### config.mk
export PLATFORM = sky130hd
export DESIGN_NAME = hes_sequencer
export DESIGN_NICKNAME = d
export VERILOG_FILES = /design/src/hdl/hes_pkg.sv /design/src/hdl/hes_regbank.sv /design/src/hdl/hes_sequencer.sv
export SDC_FILE = /design/constraint.sdc
export NUM_CORES = 2
export LEC_CHECK = 0
export BUFFER_PORTS_ARGS = -buffer_cell sky130_fd_sc_hd__buf_2
export CORE_UTILIZATION = 28
export CTS_CLUSTER_SIZE = 40
export DETAILED_ROUTE_END_ITERATION = 16
export HOLD_SLACK_MARGIN = 0.05
export PLACE_DENSITY = 0.41
export REMOVE_ABC_BUFFERS = 1
export SKIP_LAST_GASP = 1
export SLEW_MARGIN = 20
export SYNTH_ARGS = -nofsm -noshare
export SYNTH_HDL_FRONTEND = slang
export SYNTH_HIERARCHICAL = 1
export SYNTH_SLANG_ARGS = --single-unit
### constraint.sdc
create_clock -name clock -period 18.8 [get_ports clock]
set_clock_uncertainty 0.2 [all_clocks]
set_input_delay 3.76 -clock clock [delete_from_list [all_inputs] [get_ports clock]]
set_output_delay 3.76 -clock clock [all_outputs]
set_load 0.02 [all_outputs]
### src/hdl/hes_pkg.sv
// Constants shared by the exposure sequencer and its register bank
package hes_pkg;
	// Register byte addresses
	localparam logic [6:0] ADDR_EXP_SOURCE = 7'h29;
	localparam logic [6:0] ADDR_TOTAL_EXP = 7'h2a;
	localparam logic [6:0] ADDR_EXP_INC = 7'h2d;
	localparam logic [6:0] ADDR_KNEE_ONE = 7'h30;
	localparam logic [6:0] ADDR_KNEE_TWO = 7'h33;
	localparam logic [6:0] ADDR_SLOPE_COUNT = 7'h36;
	localparam logic [6:0] ADDR_FRAME_SEQ_LEN = 7'h37;
	localparam logic [6:0] ADDR_OVERHEAD_LEN = 7'h49;
	localparam logic [6:0] ADDR_CLIP_TWO = 7'h59;
	localparam logic [6:0] ADDR_CLIP_THREE = 7'h5a;
	// Reset values
	localparam logic [23:0] RST_TOTAL_EXP = 24'h000440;
	localparam logic [23:0] RST_EXP_INC = 24'h000000;
	localparam logic [23:0] RST_KNEE = 24'h000001;
	localparam logic [7:0] RST_SLOPE_COUNT = 8'h01;
	localparam logic [7:0] RST_FRAME_SEQ_LEN = 8'h01;
	localparam logic [7:0] RST_OVERHEAD_LEN = 8'h0a;
	localparam logic [7:0] RST_CLIP = 8'h60;
	localparam logic [7:0] RST_EXP_SOURCE = 8'h00;
	// Write masks of the narrow registers
	localparam logic [7:0] MASK_SLOPE_COUNT = 8'h03;
	localparam logic [7:0] MASK_CLIP = 8'h7f;
	localparam logic [7:0] MASK_EXP_SOURCE = 8'h01;
	// Clip level field layout
	localparam int CLIP_EN_BIT = 6;
	localparam int CLIP_CODE_MSB = 5;
	// Timing: one unit is 129 clocks, overhead weight 0.43 kept as 43/100
	localparam logic [7:0] UNIT_CYCLES = 8'h81;
	localparam logic [7:0] HUNDREDTH_STEP = 8'h64;
	localparam logic [31:0] OVH_NUM = 32'h0000002b;
	localparam logic [31:0] SCALE = 32'h00000064;
endpackage : hes_pkg

### src/hdl/hes_regbank.sv
// Byte-wide register bank of the exposure sequencer
`timescale 1ns/10ps
module hes_regbank (
	input wire logic clock, // 100 MHz clock
	input wire logic arst_n, // Async reset, active low
	input wire logic [6:0] reg_addr, // Byte address
	input wire logic [7:0] reg_wdata, // Write data
	input wire logic reg_wr, // Write strobe
	output logic [7:0] reg_rdata, // Registered read data
	output logic exp_source, // 1: pin-timed exposure
	output logic [23:0] total_exposure_value, // Base exposure
	output logic [23:0] exposure_increment, // Per-frame step
	output logic [23:0] knee_one_exposure, // Knee one interval
	output logic [23:0] knee_two_exposure, // Knee two interval
	output logic [1:0] response_slope_count, // Slopes 1..3
	output logic [7:0] frame_sequence_length, // Frames per sequence
	output logic [7:0] overhead_length, // Frame overhead length
	output logic [6:0] second_clip_level, // Enable and code
	output logic [6:0] third_clip_level // Enable and code
);
	typedef struct packed {
		logic [127:0][7:0] mem;
		logic [7:0] rdata;
	} hes_bank_t;
	hes_bank_t s_q, s_d;

	// Reset value and write mask per byte; unmapped bytes stay zero
	function automatic logic [15:0] hes_cfg(input logic [6:0] a);
		logic [15:0] r;
		r = 16'h0000;
		if (a == hes_pkg::ADDR_EXP_SOURCE) begin
			r = {hes_pkg::MASK_EXP_SOURCE, hes_pkg::RST_EXP_SOURCE};
		end else if (a >= hes_pkg::ADDR_TOTAL_EXP && a < hes_pkg::ADDR_EXP_INC) begin
			r = {8'hff, hes_pkg::RST_TOTAL_EXP[8*(a-hes_pkg::ADDR_TOTAL_EXP) +: 8]};
		end else if (a >= hes_pkg::ADDR_EXP_INC && a < hes_pkg::ADDR_KNEE_ONE) begin
			r = {8'hff, hes_pkg::RST_EXP_INC[8*(a-hes_pkg::ADDR_EXP_INC) +: 8]};
		end else if (a >= hes_pkg::ADDR_KNEE_ONE && a < hes_pkg::ADDR_KNEE_TWO) begin
			r = {8'hff, hes_pkg::RST_KNEE[8*(a-hes_pkg::ADDR_KNEE_ONE) +: 8]};
		end else if (a >= hes_pkg::ADDR_KNEE_TWO && a < hes_pkg::ADDR_SLOPE_COUNT) begin
			r = {8'hff, hes_pkg::RST_KNEE[8*(a-hes_pkg::ADDR_KNEE_TWO) +: 8]};
		end else if (a == hes_pkg::ADDR_SLOPE_COUNT) begin
			r = {hes_pkg::MASK_SLOPE_COUNT, hes_pkg::RST_SLOPE_COUNT};
		end else if (a == hes_pkg::ADDR_FRAME_SEQ_LEN) begin
			r = {8'hff, hes_pkg::RST_FRAME_SEQ_LEN};
		end else if (a == hes_pkg::ADDR_OVERHEAD_LEN) begin
			r = {8'hff, hes_pkg::RST_OVERHEAD_LEN};
		end else if (a == hes_pkg::ADDR_CLIP_TWO || a == hes_pkg::ADDR_CLIP_THREE) begin
			r = {hes_pkg::MASK_CLIP, hes_pkg::RST_CLIP};
		end
		return r;
	endfunction : hes_cfg

	// Write mask of one byte; a call result cannot be sliced in place
	function automatic logic [7:0] hes_mask(input logic [6:0] a);
		logic [15:0] c;
		c = hes_cfg(a);
		return c[15:8];
	endfunction : hes_mask

	// Reset value of one byte
	function automatic logic [7:0] hes_rst(input logic [6:0] a);
		logic [15:0] c;
		c = hes_cfg(a);
		return c[7:0];
	endfunction : hes_rst

	// Masked byte writes, read data registered from the addressed byte
	always_comb begin
		s_d = s_q;
		if (reg_wr) begin
			s_d.mem[reg_addr] = reg_wdata & hes_mask(reg_addr);
		end
		s_d.rdata = s_q.mem[reg_addr];
	end

	always_ff @(posedge clock or negedge arst_n) begin
		if (!arst_n) begin
			for (int i = 0; i < 128; i++) begin
				s_q.mem[i] <= hes_rst(7'(i));
			end
			s_q.rdata <= 8'h00;
		end else begin
			s_q <= s_d;
		end
	end

	assign total_exposure_value = {s_q.mem[hes_pkg::ADDR_TOTAL_EXP + 7'h02],
		s_q.mem[hes_pkg::ADDR_TOTAL_EXP + 7'h01], s_q.mem[hes_pkg::ADDR_TOTAL_EXP]};
	assign exposure_increment = {s_q.mem[hes_pkg::ADDR_EXP_INC + 7'h02],
		s_q.mem[hes_pkg::ADDR_EXP_INC + 7'h01], s_q.mem[hes_pkg::ADDR_EXP_INC]};
	assign knee_one_exposure = {s_q.mem[hes_pkg::ADDR_KNEE_ONE + 7'h02],
		s_q.mem[hes_pkg::ADDR_KNEE_ONE + 7'h01], s_q.mem[hes_pkg::ADDR_KNEE_ONE]};
	assign knee_two_exposure = {s_q.mem[hes_pkg::ADDR_KNEE_TWO + 7'h02],
		s_q.mem[hes_pkg::ADDR_KNEE_TWO + 7'h01], s_q.mem[hes_pkg::ADDR_KNEE_TWO]};
	// Narrow fields
	assign exp_source = s_q.mem[hes_pkg::ADDR_EXP_SOURCE][0];
	assign response_slope_count = s_q.mem[hes_pkg::ADDR_SLOPE_COUNT][1:0];
	assign frame_sequence_length = s_q.mem[hes_pkg::ADDR_FRAME_SEQ_LEN];
	assign overhead_length = s_q.mem[hes_pkg::ADDR_OVERHEAD_LEN];
	assign second_clip_level = s_q.mem[hes_pkg::ADDR_CLIP_TWO][6:0];
	assign third_clip_level = s_q.mem[hes_pkg::ADDR_CLIP_THREE][6:0];
	assign reg_rdata = s_q.rdata;
endmodule : hes_regbank

### src/hdl/hes_sequencer.sv
// HDR exposure sequencer: piecewise knee timing and multi-frame exposure
//
// Function
// - Internal exposure lasts 129 clocks times (0.43*overhead plus total value).
// - Slope count selects one to three slopes; resets to one.
// - Knee one interval is 129 clocks times (0.43*overhead plus knee one).
// - Knee two interval is 129 clocks times (0.43*overhead plus knee two).
// - Third clip level: bit 6 enables, bits 5..0 DAC code, reset 96.
// - Second clip level: bit 6 enables, bits 5..0 DAC code, reset 96.
// - External mode: slopes and clips from registers, timing from the pins.
// - First multi-frame exposure uses the base total exposure value.
// - Frame n adds n minus one increments to the base value.
// - Sequence length 1..255 frames, reset one, host never writes zero.
// - Each multi-frame exposure is reported as a frame of its own.
// - Source select clear: register timing; set: start pin to request pin.
// - Clip level is applied at most twice per exposure.
// - Clip codes place knee points, knee intervals set segment slopes.
`timescale 1ns/10ps
module hes_sequencer (
	input wire logic clock, // 100 MHz clock
	input wire logic arst_n, // Async reset, active low
	input wire logic [6:0] reg_addr, // Register byte address
	input wire logic [7:0] reg_wdata, // Register write data
	input wire logic reg_wr, // Register write strobe
	output logic [7:0] reg_rdata, // Registered read data
	input wire logic exposure_start_pin, // Exposure start pin, async
	input wire logic frame_request_pin, // Frame request pin, async
	output logic exposing, // High while pixels integrate
	output logic clip_pulse, // One cycle: apply clip level
	output logic [5:0] clip_code, // DAC code for the clip
	output logic frame_done, // One cycle: exposure finished
	output logic [7:0] frame_index // Number of finished frame
);
	typedef enum logic [1:0] {ST_IDLE, ST_EXPOSE, ST_OVERHEAD} hes_state_t;
	typedef struct packed {
		hes_state_t st;
		logic start_a, start_b, start_prev;
		logic req_a, req_b, req_prev;
		logic ext_run;
		logic [7:0] phase;
		logic [31:0] elapsed;
		logic [31:0] target;
		logic [23:0] cur_val;
		logic [7:0] frame_cnt;
		logic [1:0] knee_done;
		logic exposing, clip_pulse, frame_done;
		logic [5:0] clip_code;
		logic [7:0] frame_index;
	} hes_seq_t;
	hes_seq_t s_q, s_d;

	logic exp_source, start_rise, req_rise, tick;
	logic [23:0] total_val, inc_val, k1_val, k2_val;
	logic [1:0] slopes_raw, slopes;
	logic [7:0] seq_len, ovh_len;
	logic [6:0] clip_two, clip_three;
	logic [31:0] ovh, k1_t, k2_t, s1, s2, tot_t;
	logic [8:0] phase_sum;

	hes_regbank u_bank (
		.clock(clock),
		.arst_n(arst_n),
		.reg_addr(reg_addr),
		.reg_wdata(reg_wdata),
		.reg_wr(reg_wr),
		.reg_rdata(reg_rdata),
		.exp_source(exp_source),
		.total_exposure_value(total_val),
		.exposure_increment(inc_val),
		.knee_one_exposure(k1_val),
		.knee_two_exposure(k2_val),
		.response_slope_count(slopes_raw),
		.frame_sequence_length(seq_len),
		.overhead_length(ovh_len),
		.second_clip_level(clip_two),
		.third_clip_level(clip_three)
	);

	assign slopes = (slopes_raw == 2'h0) ? 2'h1 : slopes_raw;
	// Durations in hundredths of a 129-clock unit, so 0.43 stays exact
	assign ovh = hes_pkg::OVH_NUM * {24'h000000, ovh_len};
	assign k1_t = ovh + hes_pkg::SCALE * {8'h00, k1_val};
	assign k2_t = ovh + hes_pkg::SCALE * {8'h00, k2_val};
	assign tot_t = ovh + hes_pkg::SCALE * {8'h00, s_q.cur_val};
	// knee starts: internal from end backward, external from start forward
	always_comb begin
		s1 = 32'h00000000;
		s2 = 32'h00000000;
		if (s_q.ext_run) begin
			s1 = k1_t;
			s2 = k1_t + k2_t;
		end else if (slopes == 2'h3) begin
			s2 = (tot_t > k2_t) ? tot_t - k2_t : 32'h00000000;
			s1 = (s2 > k1_t) ? s2 - k1_t : 32'h00000000;
		end else begin
			s1 = (tot_t > k1_t) ? tot_t - k1_t : 32'h00000000;
		end
	end
	// Edge detect only on second sync stage
	assign start_rise = s_q.start_b & ~s_q.start_prev;
	assign req_rise = s_q.req_b & ~s_q.req_prev;
	// Fractional divider: each clock is 100/129 hundredths of a unit
	assign phase_sum = {1'b0, s_q.phase} + {1'b0, hes_pkg::HUNDREDTH_STEP};
	assign tick = (phase_sum >= {1'b0, hes_pkg::UNIT_CYCLES});

	// Next-state logic of the whole sequencer
	always_comb begin
		s_d = s_q;
		s_d.start_a = exposure_start_pin;
		s_d.start_b = s_q.start_a;
		s_d.start_prev = s_q.start_b;
		s_d.req_a = frame_request_pin;
		s_d.req_b = s_q.req_a;
		s_d.req_prev = s_q.req_b;
		s_d.clip_pulse = 1'b0;
		s_d.frame_done = 1'b0;
		s_d.phase = tick ? 8'(phase_sum - {1'b0, hes_pkg::UNIT_CYCLES}) : phase_sum[7:0];
		s_d.elapsed = s_q.elapsed + {31'h0, tick};
		case (s_q.st)
			ST_IDLE: begin
				s_d.phase = 8'h00;
				s_d.elapsed = 32'h00000000;
				s_d.knee_done = 2'b00;
				s_d.frame_cnt = 8'h01;
				s_d.cur_val = total_val;
				if (exp_source && start_rise) begin
					s_d.st = ST_EXPOSE;
					s_d.ext_run = 1'b1;
					s_d.exposing = 1'b1;
				end else if (!exp_source && req_rise) begin
					s_d.st = ST_EXPOSE;
					s_d.ext_run = 1'b0;
					s_d.exposing = 1'b1;
					s_d.target = ovh + hes_pkg::SCALE * {8'h00, total_val};
				end
			end
			ST_EXPOSE: begin
				if (slopes >= 2'h2 && !s_q.knee_done[0] && s_q.elapsed >= s1) begin
					s_d.knee_done[0] = 1'b1;
					s_d.clip_pulse = clip_two[hes_pkg::CLIP_EN_BIT];
					s_d.clip_code = clip_two[hes_pkg::CLIP_CODE_MSB:0];
				end else if (slopes == 2'h3 && s_q.knee_done == 2'b01 && s_q.elapsed >= s2) begin
					s_d.knee_done[1] = 1'b1;
					s_d.clip_pulse = clip_three[hes_pkg::CLIP_EN_BIT];
					s_d.clip_code = clip_three[hes_pkg::CLIP_CODE_MSB:0];
				end
				if (s_q.ext_run) begin
					if (req_rise) begin
						s_d.st = ST_OVERHEAD;
						s_d.exposing = 1'b0;
						s_d.elapsed = 32'h00000000;
						s_d.phase = 8'h00;
						s_d.target = ovh;
					end
				end else if (s_q.elapsed >= s_q.target) begin
					s_d.frame_done = 1'b1;
					s_d.frame_index = s_q.frame_cnt;
					s_d.elapsed = 32'h00000000;
					s_d.phase = 8'h00;
					s_d.knee_done = 2'b00;
					if (s_q.frame_cnt < seq_len) begin
						s_d.cur_val = s_q.cur_val + inc_val;
						s_d.target = ovh + hes_pkg::SCALE * {8'h00, s_q.cur_val + inc_val};
						s_d.frame_cnt = s_q.frame_cnt + 8'h01;
					end else begin
						s_d.st = ST_IDLE;
						s_d.exposing = 1'b0;
					end
				end
			end
			ST_OVERHEAD: begin
				if (s_q.elapsed >= s_q.target) begin
					s_d.frame_done = 1'b1;
					s_d.frame_index = 8'h01;
					s_d.st = ST_IDLE;
				end
			end
			default: begin
				s_d.st = ST_IDLE;
			end
		endcase
	end

	// Register the whole state
	always_ff @(posedge clock or negedge arst_n) begin
		if (!arst_n) begin
			s_q <= '0;
		end else begin
			s_q <= s_d;
		end
	end

	assign exposing = s_q.exposing;
	assign clip_pulse = s_q.clip_pulse;
	assign clip_code = s_q.clip_code;
	assign frame_done = s_q.frame_done;
	assign frame_index = s_q.frame_index;

	property p_idle_dark;
		@(posedge clock) disable iff (!arst_n)
		(s_q.st == ST_IDLE) |-> !s_q.exposing;
	endproperty
	a_idle_dark: assert property (p_idle_dark) else $error("exposing while idle");

	property p_phase_range;
		@(posedge clock) disable iff (!arst_n)
		s_q.phase < hes_pkg::UNIT_CYCLES;
	endproperty
	a_phase_range: assert property (p_phase_range) else $error("divider phase overflow");

	property p_int_length;
		@(posedge clock) disable iff (!arst_n)
		(s_q.frame_done && !s_q.ext_run) |-> $past(s_q.elapsed) >= $past(s_q.target);
	endproperty
	a_int_length: assert property (p_int_length) else $error("frame ended early");

	property p_step_add;
		@(posedge clock) disable iff (!arst_n)
		(s_q.frame_done && s_q.st == ST_EXPOSE && $stable(inc_val))
			|-> s_q.cur_val == 24'($past(s_q.cur_val) + inc_val);
	endproperty
	a_step_add: assert property (p_step_add) else $error("increment not applied");

	property p_seq_bound;
		@(posedge clock) disable iff (!arst_n)
		(s_q.frame_done && !s_q.ext_run && $stable(seq_len)) |-> s_q.frame_index <= seq_len;
	endproperty
	a_seq_bound: assert property (p_seq_bound) else $error("too many frames");

	property p_clip_slopes;
		@(posedge clock) disable iff (!arst_n)
		s_q.clip_pulse |-> $past(slopes) >= 2'h2;
	endproperty
	a_clip_slopes: assert property (p_clip_slopes) else $error("clip with one slope");

	property p_clip_two_code;
		@(posedge clock) disable iff (!arst_n)
		(s_q.clip_pulse && s_q.knee_done == 2'b01) |-> s_q.clip_code == $past(clip_two[5:0]);
	endproperty
	a_clip_two_code: assert property (p_clip_two_code) else $error("wrong second code");

	property p_clip_three_code;
		@(posedge clock) disable iff (!arst_n)
		(s_q.clip_pulse && s_q.knee_done == 2'b11) |-> s_q.clip_code == $past(clip_three[5:0]);
	endproperty
	a_clip_three_code: assert property (p_clip_three_code) else $error("wrong third code");

	property p_ext_start;
		@(posedge clock) disable iff (!arst_n)
		(s_q.st == ST_IDLE && exp_source && start_rise) |=> (s_q.st == ST_EXPOSE && s_q.ext_run);
	endproperty
	a_ext_start: assert property (p_ext_start) else $error("pin start missed");
endmodule : hes_sequencer

==> flow_summary.toml <==
[finish]
net_count_final = 8266
areaGrowthSynthToFinish_pct = 10.3
final_layout_size_suffix_gt1_share_pct = 9.35

[critical_path]
worst-r2r-cell-count = 66
critical_path.startpoint_type = "register"
category_of_cells_accounting_for_the_largest_share_of_critical_path_delay = "compound AO/OA/AOI/OAI gates"
worstReg2RegEnd = "clip_code[5]"
end_kind = "register"
launch_point_of_the_worst_reg_to_reg_path = "u_bank/overhead_length[0]"
reg2reg_slack_ns = 1.99
arrival_ns = 17.30
crit_type = "reg2reg"
crit_path_max_fanout = 10
cp.buffers_inverters = 5
crit_path_max_incr_delay_ns = 0.69
critical-path-slowest-cell = "dfrtp_1"
timing.critical_path.mode_cell = "a21o_1"
cp_data_required_time_ns = 19.28

[clocking]
cts.path.max_buffers = 4
clockRootBuffer = "clkbuf_16"
cts-htree-levels = 4
cts_hold_repair.buffers = 0
tritoncts = "yes"
worstSkewPairLatency_ns = 0.83
cts.repair_timing.setup_buffer_count = 0
worst_setup_hold_path_clk_slew_ns = 0.06
cts_sinks = 1164
cts_inserted_buffers = 144
count_of_instances_resized_after_the_clock_tree_is_built = 0

[status]
result_of_the_run = "finished clean"

[yosys]
synthFlopType = "dfrtp_1"
synth_sequential_area_ratio_pct = 37.8
distinct_cell_type_count_of_the_synthesized_netlist = 119
ys_top_cells_by_count = "dfrtp_1, ha_1, inv_1, and2_1, nand2_1"
synth_seq_cells = 1164
postSynth.asyncResetShare_pct = 100
netlist.top_cell.by_area = "dfrtp_1"
avgSynthCellArea_um2 = 10.2
synth_enable_flop_cells = 0
cell_area_after_synthesis_um2 = 77000
synth_area_leaders = "dfrtp_1, ha_1, mux4_2"
most_frequent_cell_after_synthesis = "dfrtp_1"
synthDominantCellAreaShare_pct = 37.4
synth-warning-count = 6
syn_inst = 7518

[sta]
timing_hold_violations_final = 0
slew_headroom_pct = 21.8
fin_crit_sh_pct = 89.4
grt_setup_unrepaired = "no"
finalSetupTns_ns = 0
post-route-min-period_ns = 16.81
setup_viol_count_final = 0
max_freq_ghz = 0.0595
maxSlewViolCount = 0
worstMarginPinSlew_ns = 1.17

[floorplan]
fp.dieW_um = 526
placement_rows = 192
die_boundary_height_um = 526
placeable_core_region_um2 = 274000
initial_core_util_pct = 28.1
die_area_um2 = 277000
io_pins = 45

[global_route]
grt_first_pass_wirelength_um = 388000
gr-usage-all-layers_pct = 18.7
globalRoute.totalOverflow = 0
grt_start_max_net_pins = 180
antenna_found_initial = 6
grt_pass1_vias = 56600

[worst_hold_path]
worstHoldPathCells = 0
whs_endpoint = "s_d[127]"
hold_path.class = "reg2reg"
hp-start = "s_d[128]"

[routing]
drt-initial-drc-count = 3805
antenna_left = 0
via_total_after_detailed_routing = 55300
vias_per_cell = 4.98
iteration_count_of_the_initial_detailed_routing_pass = 6
route.detailed.wl_per_inst_um = 23.5
totalWireLength_um = 261000
remaining_drc_errors = 0

[placed_design]
place.gp.congestion = 0.880
dp.final_hpwl_um = 195000
port_buffers = 44

[job]
max-cap-violations = 0
-- placed cells by master (no fill, tap or decap), drive strengths merged, types with 43 or more instances in the layout --
cell	count
a31oi	43
and3	56
dfrtp	1152
o21ai	345
o21a	57
xnor2	262
fa	110
nor3	87
mux4	250
clkbuf	209
inv	629
nor2	425
xor2	144
and2	621
o21bai	51
a21oi	318
buf	133
nand2b	68
ha	705
a21o	136
nor2b	365
mux2i	74
a211oi	50
nand2	497
nand3	89
-- sequential cells by signal, indices dropped and copies added (netlist names), 2 cells and up --
signal and cells:
u_bank/second_clip_level 7, s_d 4, clip_code 6, u_bank/s_q 895
u_bank/reg_rdata 8, frame_index 8, u_bank/exposure_increment 24, u_bank/response_slope_count 2
u_bank/knee_one_exposure 24, s_q 111, u_bank/frame_sequence_length 8, u_bank/total_exposure_value 24
u_bank/overhead_length 8, u_bank/third_clip_level 7, u_bank/knee_two_exposure 24
-- stage by stage --
stage | instance area [um2] | setup WS (ns) | utilization (%) | hold slack (ns) | std cells
after floorplan | 74700 | 4.91 | - | 0.131 | 7152
final | 84900 | 1.99 | 31.0 | 0.152 | 11100
after detailed placement | 80300 | 1.96 | 29.4 | 0.139 | 10900
after CTS | 84900 | 1.88 | 31.0 | 0.156 | 11100
after global routing | 84900 | 0.821 | 31.0 | 0.166 | 11100
after global placement | 80300 | 1.99 | 29.4 | 0.145 | 10900
-- cell type report --
type | instances | area (um2)
Fill cell | 28100 | 189000
Inverter | 626 | 2350
Antenna cell | 2 | 5.00
Multi-Input combinational cell | 5362 | 43400
Clock buffer | 209 | 4170
Timing Repair Buffer | 133 | 988
Clock inverter | 35 | 420
Tap cell | 3589 | 4490
Sequential cell | 1164 | 29100
-- worst register-to-register path, delay by kind of cell (launching register included) --
kind                       cells  cell delay, ns
AOI/OAI and AO/OA             41            9.85
xor gates and xnor gates       2            0.82
adders and majority gates      9            3.16
buffers and inverters          5            0.49
DFF                            1            0.69
and+or+nand+nor                9            1.49
-- worst max-delay path by stage --
stage	startpoint	endpoint	slack, ns	cells past startpoint
after floorplan	u_bank/overhead_length[1]	clip_code[0]	4.91	63
after global placement	u_bank/overhead_length[0]	clip_code[3]	1.99	66
after detailed placement	u_bank/overhead_length[0]	clip_code[2]	1.96	66
after CTS	u_bank/overhead_length[0]	clip_code[5]	1.88	66
after global routing	u_bank/overhead_length[0]	clip_code[5]	0.82	66
final	u_bank/overhead_length[0]	clip_code[5]	1.99	66
-- cells by family after synthesis --
| family | synth area share, % |
|---|---|
| AO/OA/AOI/OAI | 12.2 |
| XOR/XNOR | 4.69 |
| adder cells (fa/ha/maj) | 14.5 |
| buffers and inverters | 6.00 |
| flip-flops | 37.8 |
| multiplexers | 8.51 |
| AND/OR/NAND/NOR | 16.3 |
-- layer usage --
metal	share of wire (%)	vias to the layer above	routed length (um)	GRT usage, %
met5	0.010	-	27	0
met4	3.5	6	9100	6.06
met3	3.6	307	9330	2.13
met2	47	1080	122000	30.8
met1	46	28000	121000	25.6
li1	-	25900	-	-
Power is not shown: default switching activity piles up to over one toggle a cycle in this logic, so the estimate is an artifact.
